`src/rtl/rtc_regs_pkg.sv`:
```
package rtc_regs_pkg;

   // ------------------------------------------------------------
   // Register offsets
   // ------------------------------------------------------------
   localparam logic [3:0] ADDR_SNAP0     = 4'h0;
   localparam logic [3:0] ADDR_SNAP1     = 4'h1;
   localparam logic [3:0] ADDR_SNAP2     = 4'h2;
   localparam logic [3:0] ADDR_SNAP3     = 4'h3;
   localparam logic [3:0] ADDR_CTRL      = 4'h4;
   localparam logic [3:0] ADDR_INT       = 4'h5;
   localparam logic [3:0] ADDR_OSC_CFG   = 4'h6;
   localparam logic [3:0] ADDR_PIN_CFG   = 4'h7;
   localparam logic [3:0] ADDR_WAKE0     = 4'h8;
   localparam logic [3:0] ADDR_WAKE1     = 4'h9;
   localparam logic [3:0] ADDR_WAKE2     = 4'ha;
   localparam logic [3:0] ADDR_WAKE3     = 4'hb;
   localparam logic [3:0] ADDR_INT_MASK  = 4'hc;

   // ------------------------------------------------------------
   // Field positions
   // ------------------------------------------------------------
   localparam int CFG_STEP_EN_BIT  = 7;
   localparam int CFG_SETTLED_BIT  = 6;
   localparam int CTRL_RUN_BIT     = 4;
   localparam int CTRL_WAKE_EN_BIT = 3;
   localparam int CTRL_LOAD_BIT    = 1;
   localparam int CTRL_SNAP_BIT    = 0;
   localparam int INT_ALARM_BIT    = 0;
   localparam int INT_SETTLED_BIT  = 1;
   localparam int INT_WIDTH        = 2;

   // ------------------------------------------------------------
   // Codes and reset values
   // ------------------------------------------------------------
   localparam logic [7:0] PIN_SHORT_CODE  = 8'he7;
   localparam logic [7:0] PIN_NORMAL_CODE = 8'h67;
   localparam logic [3:0] CAP_TARGET_RST  = 4'h0;
   localparam logic [3:0] CAP_STEP_RST    = 4'h0;
   localparam logic [7:0] BYTE_ZERO       = 8'h00;
   localparam logic [31:0] WORD_ZERO      = 32'h0000_0000;
   localparam logic [31:0] WORD_ONE       = 32'h0000_0001;
   localparam logic [3:0] NIBBLE_ONE      = 4'h1;

   // Cycles between two capacitance steps
   localparam int STEP_PERIOD = 4;

endpackage : rtc_regs_pkg

```
`src/rtl/cap_stepper.sv`:
```
`timescale 1ns/1ps
// Walks the effective load capacitance one code at a time to the target
module cap_stepper #(
   parameter int W      = 4,
   parameter int PERIOD = rtc_regs_pkg::STEP_PERIOD
) (
   // Clock and reset
   input  wire logic         clk_i,
   input  wire logic         rst_b_i,
   // Control
   input  wire logic         step_en_i,
   input  wire logic [W-1:0] target_i,
   // State
   output logic      [W-1:0] cap_o,
   output logic              settled_o
);

   localparam int CW = $clog2(PERIOD + 1);
   localparam logic [CW-1:0] PER_LAST = CW'(PERIOD - 1);

   logic [W-1:0]  cap_reg;
   logic [W-1:0]  cap_next;
   logic [CW-1:0] tick_reg;
   logic [CW-1:0] tick_next;
   logic          tick_done;
   logic          at_target;

   // Pace steps so the oscillator can follow each change
   assign at_target = (cap_reg == target_i);
   assign tick_done = (tick_reg == PER_LAST);
   assign tick_next = (tick_done || at_target || !step_en_i) ? '0
                      : tick_reg + CW'(1);
   // Step toward target only when enabled; hold otherwise
   assign cap_next  = (!step_en_i || at_target || !tick_done) ? cap_reg
                      : (cap_reg < target_i) ? cap_reg + W'(1)
                      : cap_reg - W'(1);                        // RL1

   // Capacitance step state
   always_ff @(posedge clk_i) begin
      if (!rst_b_i) begin
         cap_reg  <= rtc_regs_pkg::CAP_STEP_RST;
         tick_reg <= '0;
      end else begin
         cap_reg  <= cap_next;
         tick_reg <= tick_next;
      end
   end

   assign cap_o     = cap_reg;
   assign settled_o = at_target;                                // RL2

endmodule : cap_stepper

```
`src/rtl/rtc_osc_cfg_capture_alarm.sv`:
```
`timescale 1ns/1ps
// Overview of operation
// RL1: Config bit 7 set makes hardware step load capacitance toward target.
// RL2: Config bit 6 reads 1 once capacitance equals target, else 0.
// RL3: Config bits 3:0 hold the software target capacitance setting.
// RL4: Config bits 5:4 read zero; writes to them are ignored.
// RL5: Writing 0xe7 to pin config shorts the two crystal pins.
// RL6: Writing 0x67 to pin config restores normal crystal pins.
// RL7: Snapshot bytes 0x00-0x03 form 32-bit timer value, LSB first, reset 0.
// RL8: Load copies snapshot into timer; snapshot copies timer into bytes.
// RL9: Alarm bytes 0x08-0x0b hold 32-bit compare value, reset 0.
// RL10: Software disables alarm before changing compare bytes.
// RL11: Command bit written 1 starts transfer; hardware clears it when done.
// RL12: Enabled alarm fires when timer equals compare value.
module rtc_osc_cfg_capture_alarm (
   // Clock and reset
   input  wire logic       clk_i,
   input  wire logic       rst_b_i,
   // Register port
   input  wire logic [3:0] addr_i,
   input  wire logic [7:0] wdata_i,
   input  wire logic       wr_i,
   input  wire logic       rd_i,
   output logic      [7:0] rdata_o,
   // Oscillator side
   output logic      [3:0] cap_value_o,
   output logic            xtal_short_o,
   // Timer and events
   output logic     [31:0] timer_count_o,
   output logic            alarm_o,
   output logic            irq_o
);

   // ------------------------------------------------------------
   // Register map and timing
   // ------------------------------------------------------------
   // 0x0-0x3  snapshot word; byte 0 holds bits 7:0, byte 3 bits 31:24
   // 0x4      control: run 4, alarm enable 3, alarm flag 2 (read only),
   //          load 1, snapshot 0; bits 7:5 are dropped on write
   // 0x5      event status, write one to clear: settled 1, alarm 0
   // 0x6      oscillator config: step enable 7, settled 6 (read only),
   //          bits 5:4 read zero, target code 3:0
   // 0x7      pin config; any value is kept, only two codes act
   // 0x8-0xb  alarm compare word, same byte order as the snapshot
   // 0xc      event mask, same layout as the status register
   // 0xd-0xf  unmapped: reads return zero, writes are dropped
   //
   // A write lands at the edge that takes it. Read data is registered
   // and stands for the single cycle after the read strobe, zero
   // otherwise, so the host never waits and never sees stale data.
   // A load or snapshot flag reads one for exactly one cycle, the
   // cycle in which the word moves, and the word is in place one
   // cycle later.
   //
   // Every control write rewrites run and alarm enable, so software
   // sets run together with any command it issues.
   // The timer counts on this clock. A slower timer domain would need
   // its own crossing for the load and snapshot words, which is left
   // to the wrapper around this block.
   // The stepper target leaves reset at a fixed code chosen for this
   // block; software is expected to write it before enabling steps.

   // ------------------------------------------------------------
   // Register state
   // ------------------------------------------------------------
   logic [31:0] snap_reg;
   logic [31:0] snap_next;
   logic [31:0] wake_reg;
   logic [31:0] wake_next;
   logic [31:0] timer_reg;
   logic [31:0] timer_next;
   logic        step_en_reg;
   logic [3:0]  target_reg;
   logic [7:0]  pin_cfg_reg;
   logic        short_reg;
   logic        short_next;
   logic        run_reg;
   logic        wake_en_reg;
   logic        load_cmd_reg;
   logic        load_cmd_next;
   logic        snap_cmd_reg;
   logic        snap_cmd_next;
   logic        alarm_reg;
   logic        alarm_next;
   logic [1:0]  int_stat_reg;
   logic [1:0]  int_stat_next;
   logic [1:0]  int_mask_reg;
   logic        settled_d_reg;
   logic [7:0]  rdata_reg;
   logic [7:0]  rdata_next;

   // ------------------------------------------------------------
   // Address decode
   // ------------------------------------------------------------
   // Full four-bit compares keep unmapped indices from aliasing
   wire wr_snap0 = wr_i && (addr_i == rtc_regs_pkg::ADDR_SNAP0);
   wire wr_snap1 = wr_i && (addr_i == rtc_regs_pkg::ADDR_SNAP1);
   wire wr_snap2 = wr_i && (addr_i == rtc_regs_pkg::ADDR_SNAP2);
   wire wr_snap3 = wr_i && (addr_i == rtc_regs_pkg::ADDR_SNAP3);
   wire wr_ctrl  = wr_i && (addr_i == rtc_regs_pkg::ADDR_CTRL);
   wire wr_int   = wr_i && (addr_i == rtc_regs_pkg::ADDR_INT);
   wire wr_cfg   = wr_i && (addr_i == rtc_regs_pkg::ADDR_OSC_CFG);
   wire wr_pin   = wr_i && (addr_i == rtc_regs_pkg::ADDR_PIN_CFG);
   wire wr_wake0 = wr_i && (addr_i == rtc_regs_pkg::ADDR_WAKE0);
   wire wr_wake1 = wr_i && (addr_i == rtc_regs_pkg::ADDR_WAKE1);
   wire wr_wake2 = wr_i && (addr_i == rtc_regs_pkg::ADDR_WAKE2);
   wire wr_wake3 = wr_i && (addr_i == rtc_regs_pkg::ADDR_WAKE3);
   wire wr_mask  = wr_i && (addr_i == rtc_regs_pkg::ADDR_INT_MASK);

   // ------------------------------------------------------------
   // Capacitance stepper
   // ------------------------------------------------------------
   // The stepper paces its changes so the oscillator can follow them.
   // Settled follows the live compare, so a new target drops it in
   // the very next cycle. With stepping off the code freezes where it
   // stands, even away from the target, and settled then stays low.
   // Trade-off: a slow walk to a far code, but no amplitude upset.
   logic [3:0] cap_now;
   logic       settled;

   cap_stepper #(
      .W      (4),
      .PERIOD (rtc_regs_pkg::STEP_PERIOD)
   ) u_stepper (
      .clk_i     (clk_i),
      .rst_b_i   (rst_b_i),
      .step_en_i (step_en_reg),
      .target_i  (target_reg),
      .cap_o     (cap_now),
      .settled_o (settled)
   );

   // ------------------------------------------------------------
   // Commands and timer
   // ------------------------------------------------------------
   // A write of one arms a command; it drops after one transfer cycle
   // Only one transfer of each kind is ever in flight; rewriting a command while
   // its flag is up just repeats the same one-cycle move.
   // Both flags at once is allowed: load and capture then swap words.
   assign load_cmd_next = wr_ctrl ? wdata_i[rtc_regs_pkg::CTRL_LOAD_BIT]
                          : 1'b0;                               // RL11
   assign snap_cmd_next = wr_ctrl ? wdata_i[rtc_regs_pkg::CTRL_SNAP_BIT]
                          : 1'b0;                               // RL11

   // Load beats counting so the loaded value is exact
   // The count wraps silently at the top; no overflow event is kept
   assign timer_next = load_cmd_reg ? snap_reg                  // RL8
                       : run_reg ? timer_reg + rtc_regs_pkg::WORD_ONE
                       : timer_reg;

   // Snapshot capture beats a same-cycle software byte write
   assign snap_next = snap_cmd_reg ? timer_reg                  // RL8
                      : {wr_snap3 ? wdata_i : snap_reg[31:24],
                         wr_snap2 ? wdata_i : snap_reg[23:16],
                         wr_snap1 ? wdata_i : snap_reg[15:8],
                         wr_snap0 ? wdata_i : snap_reg[7:0]};   // RL7

   assign wake_next = {wr_wake3 ? wdata_i : wake_reg[31:24],
                       wr_wake2 ? wdata_i : wake_reg[23:16],
                       wr_wake1 ? wdata_i : wake_reg[15:8],
                       wr_wake0 ? wdata_i : wake_reg[7:0]};     // RL9

   // ------------------------------------------------------------
   // Alarm and interrupt
   // ------------------------------------------------------------
   // Compare only while enabled; software keeps it off during updates
   wire alarm_hit = wake_en_reg && (timer_reg == wake_reg);     // RL12 RL10
   // Disabling the alarm also drops its flag, and wins over a match
   // in the same cycle; the status bit still records that match, so
   // software racing the alarm does not lose the event.
   wire wake_off = wr_ctrl && !wdata_i[rtc_regs_pkg::CTRL_WAKE_EN_BIT];
   // The flag is only ever set while enabled, so holding it needs no
   // second look at the enable
   assign alarm_next = !wake_off && (alarm_hit || alarm_reg);
   wire settle_rise = settled && !settled_d_reg;
   wire [1:0] int_set = {settle_rise, alarm_hit};
   wire [1:0] int_clr = wr_int ? wdata_i[1:0] : 2'b00;
   // Set wins over the write-one clear
   assign int_stat_next = int_set | (int_stat_reg & ~int_clr);

   // ------------------------------------------------------------
   // Pin short control
   // ------------------------------------------------------------
   // Only the two pin codes move the short; other values are just kept
   // The stored byte reads back as written, so software can tell which
   // code it left behind.
   assign short_next = (wr_pin && wdata_i == rtc_regs_pkg::PIN_SHORT_CODE)
                       ? 1'b1                                   // RL5
                       : (wr_pin
                          && wdata_i == rtc_regs_pkg::PIN_NORMAL_CODE)
                       ? 1'b0                                   // RL6
                       : short_reg;

   // ------------------------------------------------------------
   // Read mux
   // ------------------------------------------------------------
   // Reads have no side effects; status bits clear only on a write,
   // so a polling loop cannot lose an event.
   wire [7:0] cfg_rd = {step_en_reg, settled, 2'b00, target_reg}; // RL4
   wire [7:0] ctrl_rd = {3'b000, run_reg, wake_en_reg, alarm_reg,
                         load_cmd_reg, snap_cmd_reg};

   always_comb begin
      rdata_next = rtc_regs_pkg::BYTE_ZERO;
      if (rd_i) begin
         unique case (addr_i)
            rtc_regs_pkg::ADDR_SNAP0:    rdata_next = snap_reg[7:0];
            rtc_regs_pkg::ADDR_SNAP1:    rdata_next = snap_reg[15:8];
            rtc_regs_pkg::ADDR_SNAP2:    rdata_next = snap_reg[23:16];
            rtc_regs_pkg::ADDR_SNAP3:    rdata_next = snap_reg[31:24];
            rtc_regs_pkg::ADDR_CTRL:     rdata_next = ctrl_rd;
            rtc_regs_pkg::ADDR_INT:      rdata_next = {6'b0, int_stat_reg};
            rtc_regs_pkg::ADDR_OSC_CFG:  rdata_next = cfg_rd;   // RL2
            rtc_regs_pkg::ADDR_PIN_CFG:  rdata_next = pin_cfg_reg;
            rtc_regs_pkg::ADDR_WAKE0:    rdata_next = wake_reg[7:0];
            rtc_regs_pkg::ADDR_WAKE1:    rdata_next = wake_reg[15:8];
            rtc_regs_pkg::ADDR_WAKE2:    rdata_next = wake_reg[23:16];
            rtc_regs_pkg::ADDR_WAKE3:    rdata_next = wake_reg[31:24];
            rtc_regs_pkg::ADDR_INT_MASK: rdata_next = {6'b0, int_mask_reg};
            default:                     rdata_next = rtc_regs_pkg::BYTE_ZERO;
         endcase
      end
   end

   // ------------------------------------------------------------
   // Data path registers
   // ------------------------------------------------------------
   // Timer stops at reset and waits for run; a load needs no run
   always_ff @(posedge clk_i) begin
      if (!rst_b_i) begin
         snap_reg  <= rtc_regs_pkg::WORD_ZERO;                  // RL7
         wake_reg  <= rtc_regs_pkg::WORD_ZERO;                  // RL9
         timer_reg <= rtc_regs_pkg::WORD_ZERO;
         rdata_reg <= rtc_regs_pkg::BYTE_ZERO;
      end else begin
         snap_reg  <= snap_next;
         wake_reg  <= wake_next;
         timer_reg <= timer_next;
         rdata_reg <= rdata_next;
      end
   end

   // Configuration; reserved config bits are never stored
   always_ff @(posedge clk_i) begin
      if (!rst_b_i) begin
         step_en_reg <= 1'b0;
         target_reg  <= rtc_regs_pkg::CAP_TARGET_RST;
         pin_cfg_reg <= rtc_regs_pkg::PIN_NORMAL_CODE;
         short_reg   <= 1'b0;
      end else begin
         if (wr_cfg) begin
            step_en_reg <= wdata_i[rtc_regs_pkg::CFG_STEP_EN_BIT]; // RL1
            target_reg  <= wdata_i[3:0];                        // RL3
         end
         if (wr_pin) begin
            pin_cfg_reg <= wdata_i;
         end
         short_reg <= short_next;
      end
   end

   // Control, commands and interrupt state
   // Command flags are rewritten every cycle, so each lasts one cycle
   always_ff @(posedge clk_i) begin
      if (!rst_b_i) begin
         run_reg       <= 1'b0;
         wake_en_reg   <= 1'b0;
         load_cmd_reg  <= 1'b0;
         snap_cmd_reg  <= 1'b0;
         alarm_reg     <= 1'b0;
         int_stat_reg  <= 2'b00;
         int_mask_reg  <= 2'b00;
         // Starts at the live value, so leaving reset makes no edge
         settled_d_reg <= (rtc_regs_pkg::CAP_TARGET_RST
                           == rtc_regs_pkg::CAP_STEP_RST);
      end else begin
         if (wr_ctrl) begin
            run_reg     <= wdata_i[rtc_regs_pkg::CTRL_RUN_BIT];
            wake_en_reg <= wdata_i[rtc_regs_pkg::CTRL_WAKE_EN_BIT];
         end
         if (wr_mask) begin
            int_mask_reg <= wdata_i[1:0];
         end
         load_cmd_reg  <= load_cmd_next;
         snap_cmd_reg  <= snap_cmd_next;
         alarm_reg     <= alarm_next;
         int_stat_reg  <= int_stat_next;
         settled_d_reg <= settled;
      end
   end

   // ------------------------------------------------------------
   // Outputs
   // ------------------------------------------------------------
   assign rdata_o       = rdata_reg;
   assign cap_value_o   = cap_now;
   assign xtal_short_o  = short_reg;                            // RL5 RL6
   assign timer_count_o = timer_reg;
   assign alarm_o       = alarm_reg;
   // Level from flops only, so a status change and a mask write in one
   // cycle cannot glitch the line
   assign irq_o         = |(int_stat_reg & int_mask_reg);

endmodule : rtc_osc_cfg_capture_alarm

```
`config.mk`:
```
export PLATFORM = sky130hd
export DESIGN_NAME = rtc_osc_cfg_capture_alarm
export DESIGN_NICKNAME = d
export VERILOG_FILES = /design/src/rtl/rtc_regs_pkg.sv /design/src/rtl/cap_stepper.sv /design/src/rtl/rtc_osc_cfg_capture_alarm.sv
export SDC_FILE = /design/constraint.sdc
export NUM_CORES = 1
export LEC_CHECK = 0
export BUFFER_PORTS_ARGS = -buffer_cell sky130_fd_sc_hd__buf_2
export CORE_MARGIN = 2
export CORE_UTILIZATION = 35
export DETAILED_ROUTE_END_ITERATION = 7
export HOLD_SLACK_MARGIN = 0.12
export MAX_ROUTING_LAYER = met4
export PLACE_DENSITY = 0.54
export SLEW_MARGIN = 40
export SYNTH_ARGS = -nofsm -noshare
export SYNTH_HDL_FRONTEND = slang
export SYNTH_HIERARCHICAL = 1
export SYNTH_SLANG_ARGS = --single-unit
```
`constraint.sdc`:
```
create_clock -name clk_i -period 2.5 [get_ports clk_i]
set_input_delay 0.125 -clock clk_i [delete_from_list [all_inputs] [get_ports clk_i]]
set_output_delay 0.125 -clock clk_i [all_outputs]
set_load 0.01 [all_outputs]
```
Word level (Yosys, flattened, before mapping). Index checks and enable logic that the tools add are counted.

Bits of input ports: 16. Memory bits (read-only): 0. Register bits after elaboration: 135. RAM bits: 0. Latch bits: 0. Memories: 0. Logic and storage cells: 103.

Bitwise gates (word level): 5. $add $sub $neg: 4. Multiply operators: 0. Shift operators: 0. Reductions and logical operators: 40. Div/mod/pow operators: 0. $lt $le $gt $ge: 1. Equal/unequal tests: 17. Mux-type cells: 12.

Operators by type and width (count): $pmux 8 s13 (1); $mux 32 (3); $add 32x1->32 const B (1); $eq 32x32->1 (1); $mux 8 (4); $eq 4x4->1 const B (5); $logic_and 1x1->1 (19); $eq 4x3->1 const B (4); $reduce_bool 2->1 (6); $eq 4x2->1 const B (2); $eq 8x7->1 const B (1); $eq 8x8->1 const B (1); $logic_not 1->1 (5); $logic_or 1x1->1 (5); $add 4x1->4 const B (1); $and 2x2->2 (2); $eq 4x1->1 const B (1); $eq 4x4->1 (1); $logic_not 4->1 (1); $lt 4x4->1 (1); $mux 4 (1); $reduce_and 2->1 (2); $reduce_or 2->1 (2); $sub 4x1->4 const B (1); 7 further kinds (8).

Depth between registers and ports, before layout. Gate-level depths: netlist of the first run.

Word-level depth: 6. Depth in mapped cells: 10. Depth with buffers taken out: 10.

Cells and area by module. Netlist of the first run, hierarchy kept.

By module, submodules not included: rtc_osc_cfg_capture_alarm (sequential area each 2562.5 um^2, area an instance 6986.7 um^2, cells an instance 804, times used 1); cap_stepper (sequential area each 140.1 um^2, area an instance 460.4 um^2, cells an instance 50, times used 1).

Least setup slack after synthesis of the first run. OpenSTA, ideal clock, no wires.

Path type: flip-flop to flip-flop. Start: register u_stepper.cap_reg[0], in the netlist u_stepper/cap_o[0]. End: register u_stepper.cap_reg[3], in the netlist u_stepper/cap_o[3]. Library setup time: 0.072 ns. Cell stages (with the launch flop): 11. Clock period less this slack: 2.013 ns. Path slack: 0.487 ns. Path buffers: 0. Arrival time: 1.941 ns. Path through: dfxtp_1 inv_1 ha_1 inv_1 a21oi_1 o21ai_1 ha_1 a21oi_1 a21boi_0 mux2i_1 mux2i_1.

Cells in the longest elaborated chain, start to end: 3.

RTL lines: from (decl) (line cap_stepper.sv:21) `logic [W-1:0] cap_reg;`; from (signal assigned) (line cap_stepper.sv:41) `cap_reg <= rtc_regs_pkg::CAP_STEP_RST;`; from (signal assigned) (line cap_stepper.sv:44) `cap_reg <= cap_next;`; parallel branches: the longest is 3 deep, another holds $sub 4x1->4.

Parallel ways; which one is timed is not known. A chain may end at the register's enable or synchronous reset.

Worst setup path after layout of the first run.
Start: register target_reg[3]. End: register u_stepper.cap_reg[3], in the netlist u_stepper/cap_o[3].

Cells in the longest elaborated chain, start to end: 3.

RTL lines: from (decl) (line rtc_osc_cfg_capture_alarm.sv:73) `logic [3:0] target_reg;`; from (signal assigned) (line rtc_osc_cfg_capture_alarm.sv:247) `target_reg <= rtc_regs_pkg::CAP_TARGET_RST;`; from (signal assigned) (line rtc_osc_cfg_capture_alarm.sv:253) `target_reg <= wdata_i[3:0];`; parallel branches: the longest is 3 deep, another holds $lt 4x4->1.

Parallel ways; which one is timed is not known.

==> summary.log, run 1 <==
INFO  timing         period_needed=2.20ns
INFO  clock_network  clock_sink_count=135
INFO  critical_path  worstSetupStartpointType=flip-flop
INFO  clock_network  postCtsResizedCells=0
INFO  logic_synthesis synth.yosys.seq_area_share=36.3%
INFO  route          routed-via-count=6444
INFO  critical_path  path_class=flip-flop to flip-flop
INFO  logic_synthesis yosys_most_used_dff=dfxtp_1
INFO  route          drc=0
INFO  cells_and_area layout-area-overhead-vs-synth=16.7%
INFO  cells_and_area antenna_cells_inserted=0
INFO  logic_synthesis post_synth_design_cell_area=7450squm
INFO  status         result_of_the_run=complete, no violations
INFO  timing         final_max_slew_viol_count=0
INFO  clock_network  clkSlewWorstSetupHoldPaths=0.06ns
INFO  clock_network  cts_tree=done
INFO  die            x_dimension_of_the_die=150microns
INFO  power          worst_ir_drop_vdd=484uV
INFO  route          vias_per_cell=5.45
INFO  clock_network  cts-hold-fix-buffers=6
INFO  power          static-leakage-power=3.63nW
INFO  route          drt-pass1-iter-count=5
INFO  clock_network  clock_insertion_delay_worst_skew=0.43ns
INFO  placement      placement.io_buffers=62
INFO  min_path       hold_path_depth=4
INFO  die            die_area=22500squm
INFO  logic_synthesis yosys_warnings=6
INFO  timing         final_hold_vio_count=0
INFO  cells_and_area layout-drive-gt1-share=15.4%
INFO  critical_path  worst-endpoint-required=2.86ns
INFO  global_route   grt_usage=23.1%
INFO  route          final_antenna_net_count=0
INFO  timing         setup_total_negative_slack=0ns
INFO  timing         slew_headroom=60.8%
INFO  cells_and_area finalNetCount=921
INFO  timing         report.final.setup_viol=0
INFO  die            io_pins=63
INFO  logic_synthesis synth_area_per_cell=8.72squm
INFO  power          power_density=611nW/um^2
INFO  logic_synthesis yosys.cell_types.count=63
INFO  critical_path  max_stage_delay=0.35ns
INFO  clock_network  ctsLongestPathBuffers=2
INFO  critical_path  worstPathMaxFanout=4
INFO  clock_network  post-cts-setup-buffer-count=0
INFO  die            initial_core_utilization=35.5%
INFO  critical_path  worst_r2r_path_depth=9
INFO  cells_and_area layout.area.seq=2700squm
INFO  cells_and_area multi_input_gate_area=4400squm
INFO  clock_network  maximum_level_of_the_cts_h_tree=4
INFO  global_route   grt_max_degree=70
INFO  die            area_of_the_core_region=21000squm
INFO  global_route   grt_overflow_total=0
INFO  timing         setup_repair_after_global_routing_missed_its_margin=no
INFO  critical_path  critical-path-slowest-cell=dfxtp_1
INFO  logic_synthesis post_syn_nets=880
INFO  logic_synthesis synth_enable_flop_cells=0
INFO  critical_path  crit_chain=inv_1 -> ha_1 -> nand2_1 -> o21ai_1 -> ha_1 -> a21oi_1 -> a21boi_0 -> mux2i_1 -> mux2i_1
INFO  cells_and_area fill_count=2210
INFO  timing         tightestPinTransition=0.574ns
INFO  die            floorplan.die.height=150microns
INFO  cells_and_area design_area=8690squm
INFO  min_path       hp-class=primary input to flip-flop
INFO  critical_path  r2r_slack=0.30ns
INFO  clock_network  cts_root_buf=clkbuf_16
INFO  placement      post_detail_place_hpwl=17600microns
INFO  logic_synthesis synth_top_cells_by_area=dfxtp_1 36%, mux2i_1 11%, xnor2_1 4.8%
INFO  critical_path  element_type_at_the_critical_path_end=flip-flop
INFO  timing         fmax=454MHz
INFO  logic_synthesis ffs_latches_synth=135
INFO  route          routed_wl=24400microns
INFO  logic_synthesis post_synth_inst_count=854
INFO  global_route   wire_length_of_the_first_global_routing_pass=37700microns
INFO  critical_path  timing.critical_path.arrival=2.56ns
INFO  route          drtIter0Drc=525
INFO  logic_synthesis ys_async_sr_fraction=0%
INFO  logic_synthesis synth_top_cell_by_area=dfxtp_1
INFO  global_route   antenna_found_initial=0
INFO  placement      finalWeightedCongestion=0.958
INFO  flow_run       cap_viol_max_count=0
INFO  global_route   vias_in_the_first_global_route=6190
INFO  logic_synthesis yosys.area.top_type_share=36.3%
INFO  die            floorplan.rows=53
INFO  timing         timing.clock.skew=0.00703ns
INFO  timing         final.period_utilization=88.0%
INFO  route          routed_wire_length_per_instance=20.6microns
INFO  clock_network  tritoncts.num_buffers=17
INFO  placement      dpl-instance-area=7990squm
-- synthesized netlist by cell type, drive strengths merged, types with 3 or more instances --
cell    count
a32oi       4
nand3      31
dfxtp     135
xor2       23
nor3       12
clkbuf     47
a221oi      3
and3        7
xnor2      41
a21boi     11
nand4b      3
and2       33
nor4        9
a31oi       4
nand2b      6
a21oi      32
nor2b      44
o211a      15
inv        17
a22oi       7
mux2        6
nor2       36
nand4      26
mux2i      83
nand2      92
ha          9
o21ai      72
buf        19
a32o        5
-- placed cells by master, fill, tap and decap left out, types with 7 or more instances in the layout --
master | netlist | layout
dfxtp_1 | 135 | 135
nor3_1 | 10 | 10
buf_2 | 17 | 61
o21ai_1 | 17 | 17
o211a_1 | 15 | 15
a21boi_1 | 9 | 9
buf_4 | 1 | 20
nor2b_1 | 44 | 44
nand2_1 | 92 | 92
and3_1 | 7 | 7
ha_1 | 9 | 9
xnor2_1 | 41 | 41
and2_1 | 33 | 33
nor2_1 | 31 | 31
a21oi_1 | 32 | 32
clkbuf_16 | 0 | 17
xor2_1 | 23 | 23
nand4_1 | 24 | 24
o21ai_0 | 55 | 55
nand3_1 | 26 | 26
a22oi_1 | 7 | 7
mux2i_1 | 83 | 83
inv_1 | 14 | 14
-- area by class of cell --
cell class	count	share of cell area (%)
inverter	17	0.734
clock buffer	25	5.82
timing repair buffer	88	6.16
multi-input combinational	636	50.6
clock inverter	7	1.60
sequential	135	31.1
tap	275	3.96
-- metrics by stage --
stage	hold slack, ns	utilization (%)	cells	setup WS (ns)	power, mW
detailed placement	0.413	38.1	1145	0.331	2.58
CTS	0.134	41.5	1183	0.321	5.34
global route	0.153	41.5	1183	0.141	5.47
floorplan	0.247	-	854	0.487	2.46
finish	0.144	41.5	1183	0.299	5.31
global placement	0.412	38.1	1145	0.416	2.58
-- path summary, 6_finish.rpt --
path / startpoint / end
setup / recovery: target_reg[3] / u_stepper/cap_o[3]
hold / removal: rd_i / rdata_o[5]
setup reg to reg: target_reg[3] / u_stepper/cap_o[3]
hold reg to reg: u_stepper/tick_reg[0] / u_stepper/tick_reg[0]
-- report_power, final --
group          internal [mW]  switching [mW]
Sequential              2.18          0.0313
Combinational          0.123           0.217
Clock                   1.80           0.956
Total                   4.10            1.20
-- layer usage --
metal  part of all wire [%]  GRT usage (%)
met2                     46           34.5
met4                    2.4           8.77
met5                      0              -
met1                     46           30.9
met3                    5.7           4.54
-- kinds of logic (layout without fill, tap and decap cells) --
| kind of cell | Yosys count | count (layout) | synth area share (%) |
|---|---|---|---|
| and+or+nand+nor | 306 | 306 | 23.1 |
| buffers and inverters | 83 | 137 | 4.64 |
| muxes | 91 | 91 | 12.7 |
| AOI/OAI and AO/OA | 165 | 165 | 14.0 |
| xor gates and xnor gates | 64 | 64 | 7.53 |
| adders and majority gates | 10 | 10 | 1.78 |
| DFF | 135 | 135 | 36.3 |
-- critical path: cells and delay by family (launching register included) --
kind | cells | cell delay [ns]
multiplexers | 2 | 0.35
flip-flops | 1 | 0.35
buffers and inverters | 1 | 0.05
AND/OR/NAND/NOR | 1 | 0.06
adder cells (fa/ha/maj) | 2 | 0.67
AO/OA/AOI/OAI | 3 | 0.65
(Power assumes the default switching activity.)
==> run 2: changes to the inputs <==
--- a/config.mk
+++ b/config.mk
@@ -6,12 +6,14 @@
 export NUM_CORES = 1
 export LEC_CHECK = 0
 export BUFFER_PORTS_ARGS = -buffer_cell sky130_fd_sc_hd__buf_2
+export CELL_PAD_IN_SITES_DETAIL_PLACEMENT = 0
+export CELL_PAD_IN_SITES_GLOBAL_PLACEMENT = 1
 export CORE_MARGIN = 2
-export CORE_UTILIZATION = 35
+export CORE_UTILIZATION = 30
 export DETAILED_ROUTE_END_ITERATION = 7
 export HOLD_SLACK_MARGIN = 0.12
 export MAX_ROUTING_LAYER = met4
-export PLACE_DENSITY = 0.54
+export PLACE_DENSITY = 0.59
 export SLEW_MARGIN = 40
 export SYNTH_ARGS = -nofsm -noshare
 export SYNTH_HDL_FRONTEND = slang
==> run 2 against run 1 <==
Via count down 1.6%. Global-route usage fell by 2.1 points. Combinational power rose by 2%. Die area rose by 16%. Worst hold slack got worse by 0.015 ns. Sequential share of layout area rose by 0.18 points. Non-clock buffer count increased by 3. Critical endpoint unchanged.
==> summary.log, run 2 (same netlist as run 1, synthesis figures left out) <==
INFO  status         result_of_the_run=complete, no violations
INFO  critical_path  worstPathMaxFanout=4
INFO  timing         setup_repair_after_global_routing_missed_its_margin=no
INFO  global_route   grt_usage=21.0%
INFO  die            initial_core_utilization=30.6%
INFO  clock_network  postCtsResizedCells=0
INFO  global_route   met3_usage=3.29%
INFO  clock_network  maximum_level_of_the_cts_h_tree=4
INFO  global_route   met1_grt_util=29.4%
INFO  timing         final_max_slew_viol_count=0
INFO  route          drc=0
INFO  min_path       hp-class=primary input to flip-flop
INFO  min_path       hold_path_start=wdata_i[7]
INFO  clock_network  clkSlewWorstSetupHoldPaths=0.06ns
INFO  critical_path  worst_r2r_endpoint=u_stepper/cap_o[3]
INFO  timing         timing.clock.skew=0.00825ns
INFO  power          netSwitchingPower=1.25mW
INFO  timing         slew_headroom=46.8%
INFO  timing         report.final.setup_viol=0
INFO  die            floorplan.die.height=162microns
INFO  critical_path  path_class=flip-flop to flip-flop
INFO  die            x_dimension_of_the_die=162microns
INFO  critical_path  element_type_at_the_critical_path_end=flip-flop
INFO  route          vias_per_cell=5.14
INFO  critical_path  max_stage_delay=0.37ns
INFO  power          p_comb_share=7.2%
INFO  power          static-leakage-power=3.59nW
INFO  clock_network  tritoncts.num_buffers=17
INFO  route          drtIter0Drc=486
INFO  global_route   wire_length_of_the_first_global_routing_pass=39800microns
INFO  route          routed-via-count=6340
INFO  timing         final.hold.worst_slack=0.130ns
INFO  cells_and_area layout-drive-gt1-share=16.5%
INFO  clock_network  cts_root_buf=clkbuf_16
INFO  global_route   groute.layer.met2.usage=32.0%
INFO  clock_network  clock_sink_count=135
INFO  clock_network  cts-hold-fix-buffers=0
INFO  cells_and_area layout_commonest_cell=dfxtp_1
INFO  critical_path  critPathTopFamily=adder cells
INFO  timing         period_needed=2.24ns
INFO  timing         final_hold_vio_count=0
INFO  critical_path  launching_point_of_the_worst_reg2reg_path=target_reg[3]
INFO  min_path       hold_path_depth=3
INFO  global_route   vias_in_the_first_global_route=6189
INFO  timing         tightestPinTransition=0.799ns
INFO  timing         setup_total_negative_slack=0ns
INFO  placement      placement.io_buffers=62
INFO  cells_and_area layout-area-overhead-vs-synth=16.0%
INFO  critical_path  r2r_slack=0.26ns
INFO  die            area_of_the_core_region=24300squm
INFO  cells_and_area finalNetCount=924
INFO  clock_network  clock_insertion_delay_worst_skew=0.42ns
INFO  power          proportion_of_power_drawn_by_the_clock_network=47.1%
INFO  route          routed_wl=26300microns
INFO  critical_path  critical-path-slowest-cell=o21ai_1
INFO  global_route   grt_overflow_total=0
INFO  cells_and_area design_area=8640squm
INFO  global_route   grt_max_degree=58
INFO  critical_path  timing.critical_path.arrival=2.60ns
INFO  cells_and_area antenna_cells_inserted=0
INFO  power          cellInternalPower=3.58mW
INFO  global_route   antenna_found_initial=0
INFO  die            floorplan.rows=57
INFO  clock_network  ctsLongestPathBuffers=2
INFO  route          routed_wire_length_per_instance=21.3microns
INFO  timing         fmax=445MHz
INFO  critical_path  worstSetupStartpointType=flip-flop
INFO  critical_path  worst_r2r_path_depth=9
INFO  die            die_area=26100squm
INFO  placement      dpl-instance-area=8110squm
INFO  flow_run       cap_viol_max_count=0
INFO  route          final_antenna_net_count=0
INFO  placement      post_detail_place_hpwl=18900microns
INFO  clock_network  cts_tree=done
INFO  power          switching_share=25.8%
INFO  cells_and_area final_cell_mix=135 x dfxtp_1, 92 x nand2_1, 83 x mux2i_1
INFO  critical_path  worst-endpoint-required=2.85ns
INFO  power          power_density=558nW/um^2
INFO  critical_path  crit_chain=inv_1 -> ha_1 -> nand2_1 -> o21ai_1 -> ha_1 -> a21oi_1 -> a21boi_0 -> mux2i_1 -> mux2i_1
INFO  die            io_pins=63
INFO  placement      finalWeightedCongestion=0.891
INFO  power          seq_power_share=45.8%
INFO  critical_path  critPathBufInv=1
INFO  clock_network  post-cts-setup-buffer-count=0
INFO  min_path       worstHoldEndpoint=step_en_reg
INFO  timing         final.period_utilization=89.8%
INFO  global_route   globalRoute.busiestLayer=met2
INFO  route          drt-pass1-iter-count=5
INFO  power          worst_ir_drop_vdd=347uV
-- run 2: layout make-up --
cell class,instances,area (sq um)
Inverter,17,63.8
Sequential cell,135,2700
Timing Repair Buffer,91,543
Multi-Input combinational cell,636,4400
Clock buffer,19,443
Fill cell,2545,15700
Tap cell,324,405
Clock inverter,12,82.6
-- run 2: worst max-delay path by stage --
stage                       start                 end  cells after the start  slack, ns
2_1_floorplan  u_stepper/cap_o[0]  u_stepper/cap_o[3]                     10       0.49
3_3_place_gp        target_reg[3]  u_stepper/cap_o[3]                      9       0.39
3_5_place_dp        target_reg[3]  u_stepper/cap_o[3]                      9       0.28
4_1_cts             target_reg[3]  u_stepper/cap_o[3]                      9       0.26
5_1_grt        u_stepper/cap_o[0]  u_stepper/cap_o[3]                     10      0.002
6_report            target_reg[3]  u_stepper/cap_o[3]                      9       0.26
-- run 2: metrics by stage --
step | cells | worst slack (ns) | power (mW) | utilization (%)
floorplan | 854 | 0.487 | 2.46 | -
global placement | 1203 | 0.385 | 2.60 | 33.4
detailed placement | 1203 | 0.279 | 2.60 | 33.4
CTS | 1234 | 0.262 | 4.87 | 35.5
global route | 1234 | 0.00220 | 5.00 | 35.5
finish | 1234 | 0.255 | 4.82 | 35.5
-- run 2: power by group through the flow --
stage | registers [mW] | clock network, mW | logic, mW
2_1_floorplan | 2.24 | 0 | 0.222
3_3_place_gp | 2.25 | 0 | 0.344
3_5_place_dp | 2.25 | 0 | 0.343
4_1_cts | 2.21 | 2.32 | 0.344
5_1_grt | 2.21 | 2.42 | 0.372
6_report | 2.21 | 2.27 | 0.346
-- run 2: worst min-delay path: cells and delay by family --
kind | cells | cell delay [ns]
AO/OA/AOI/OAI | 1 | 0.05
buffers and inverters | 1 | 0.22
AND/OR/NAND/NOR | 1 | 0.10
-- run 2: routing by layer --
layer  wire [microns]  share of wire, %
met1            12900                49
met2            12000                46
met3             1090               4.1
met4              278               1.1
met5                0                 0
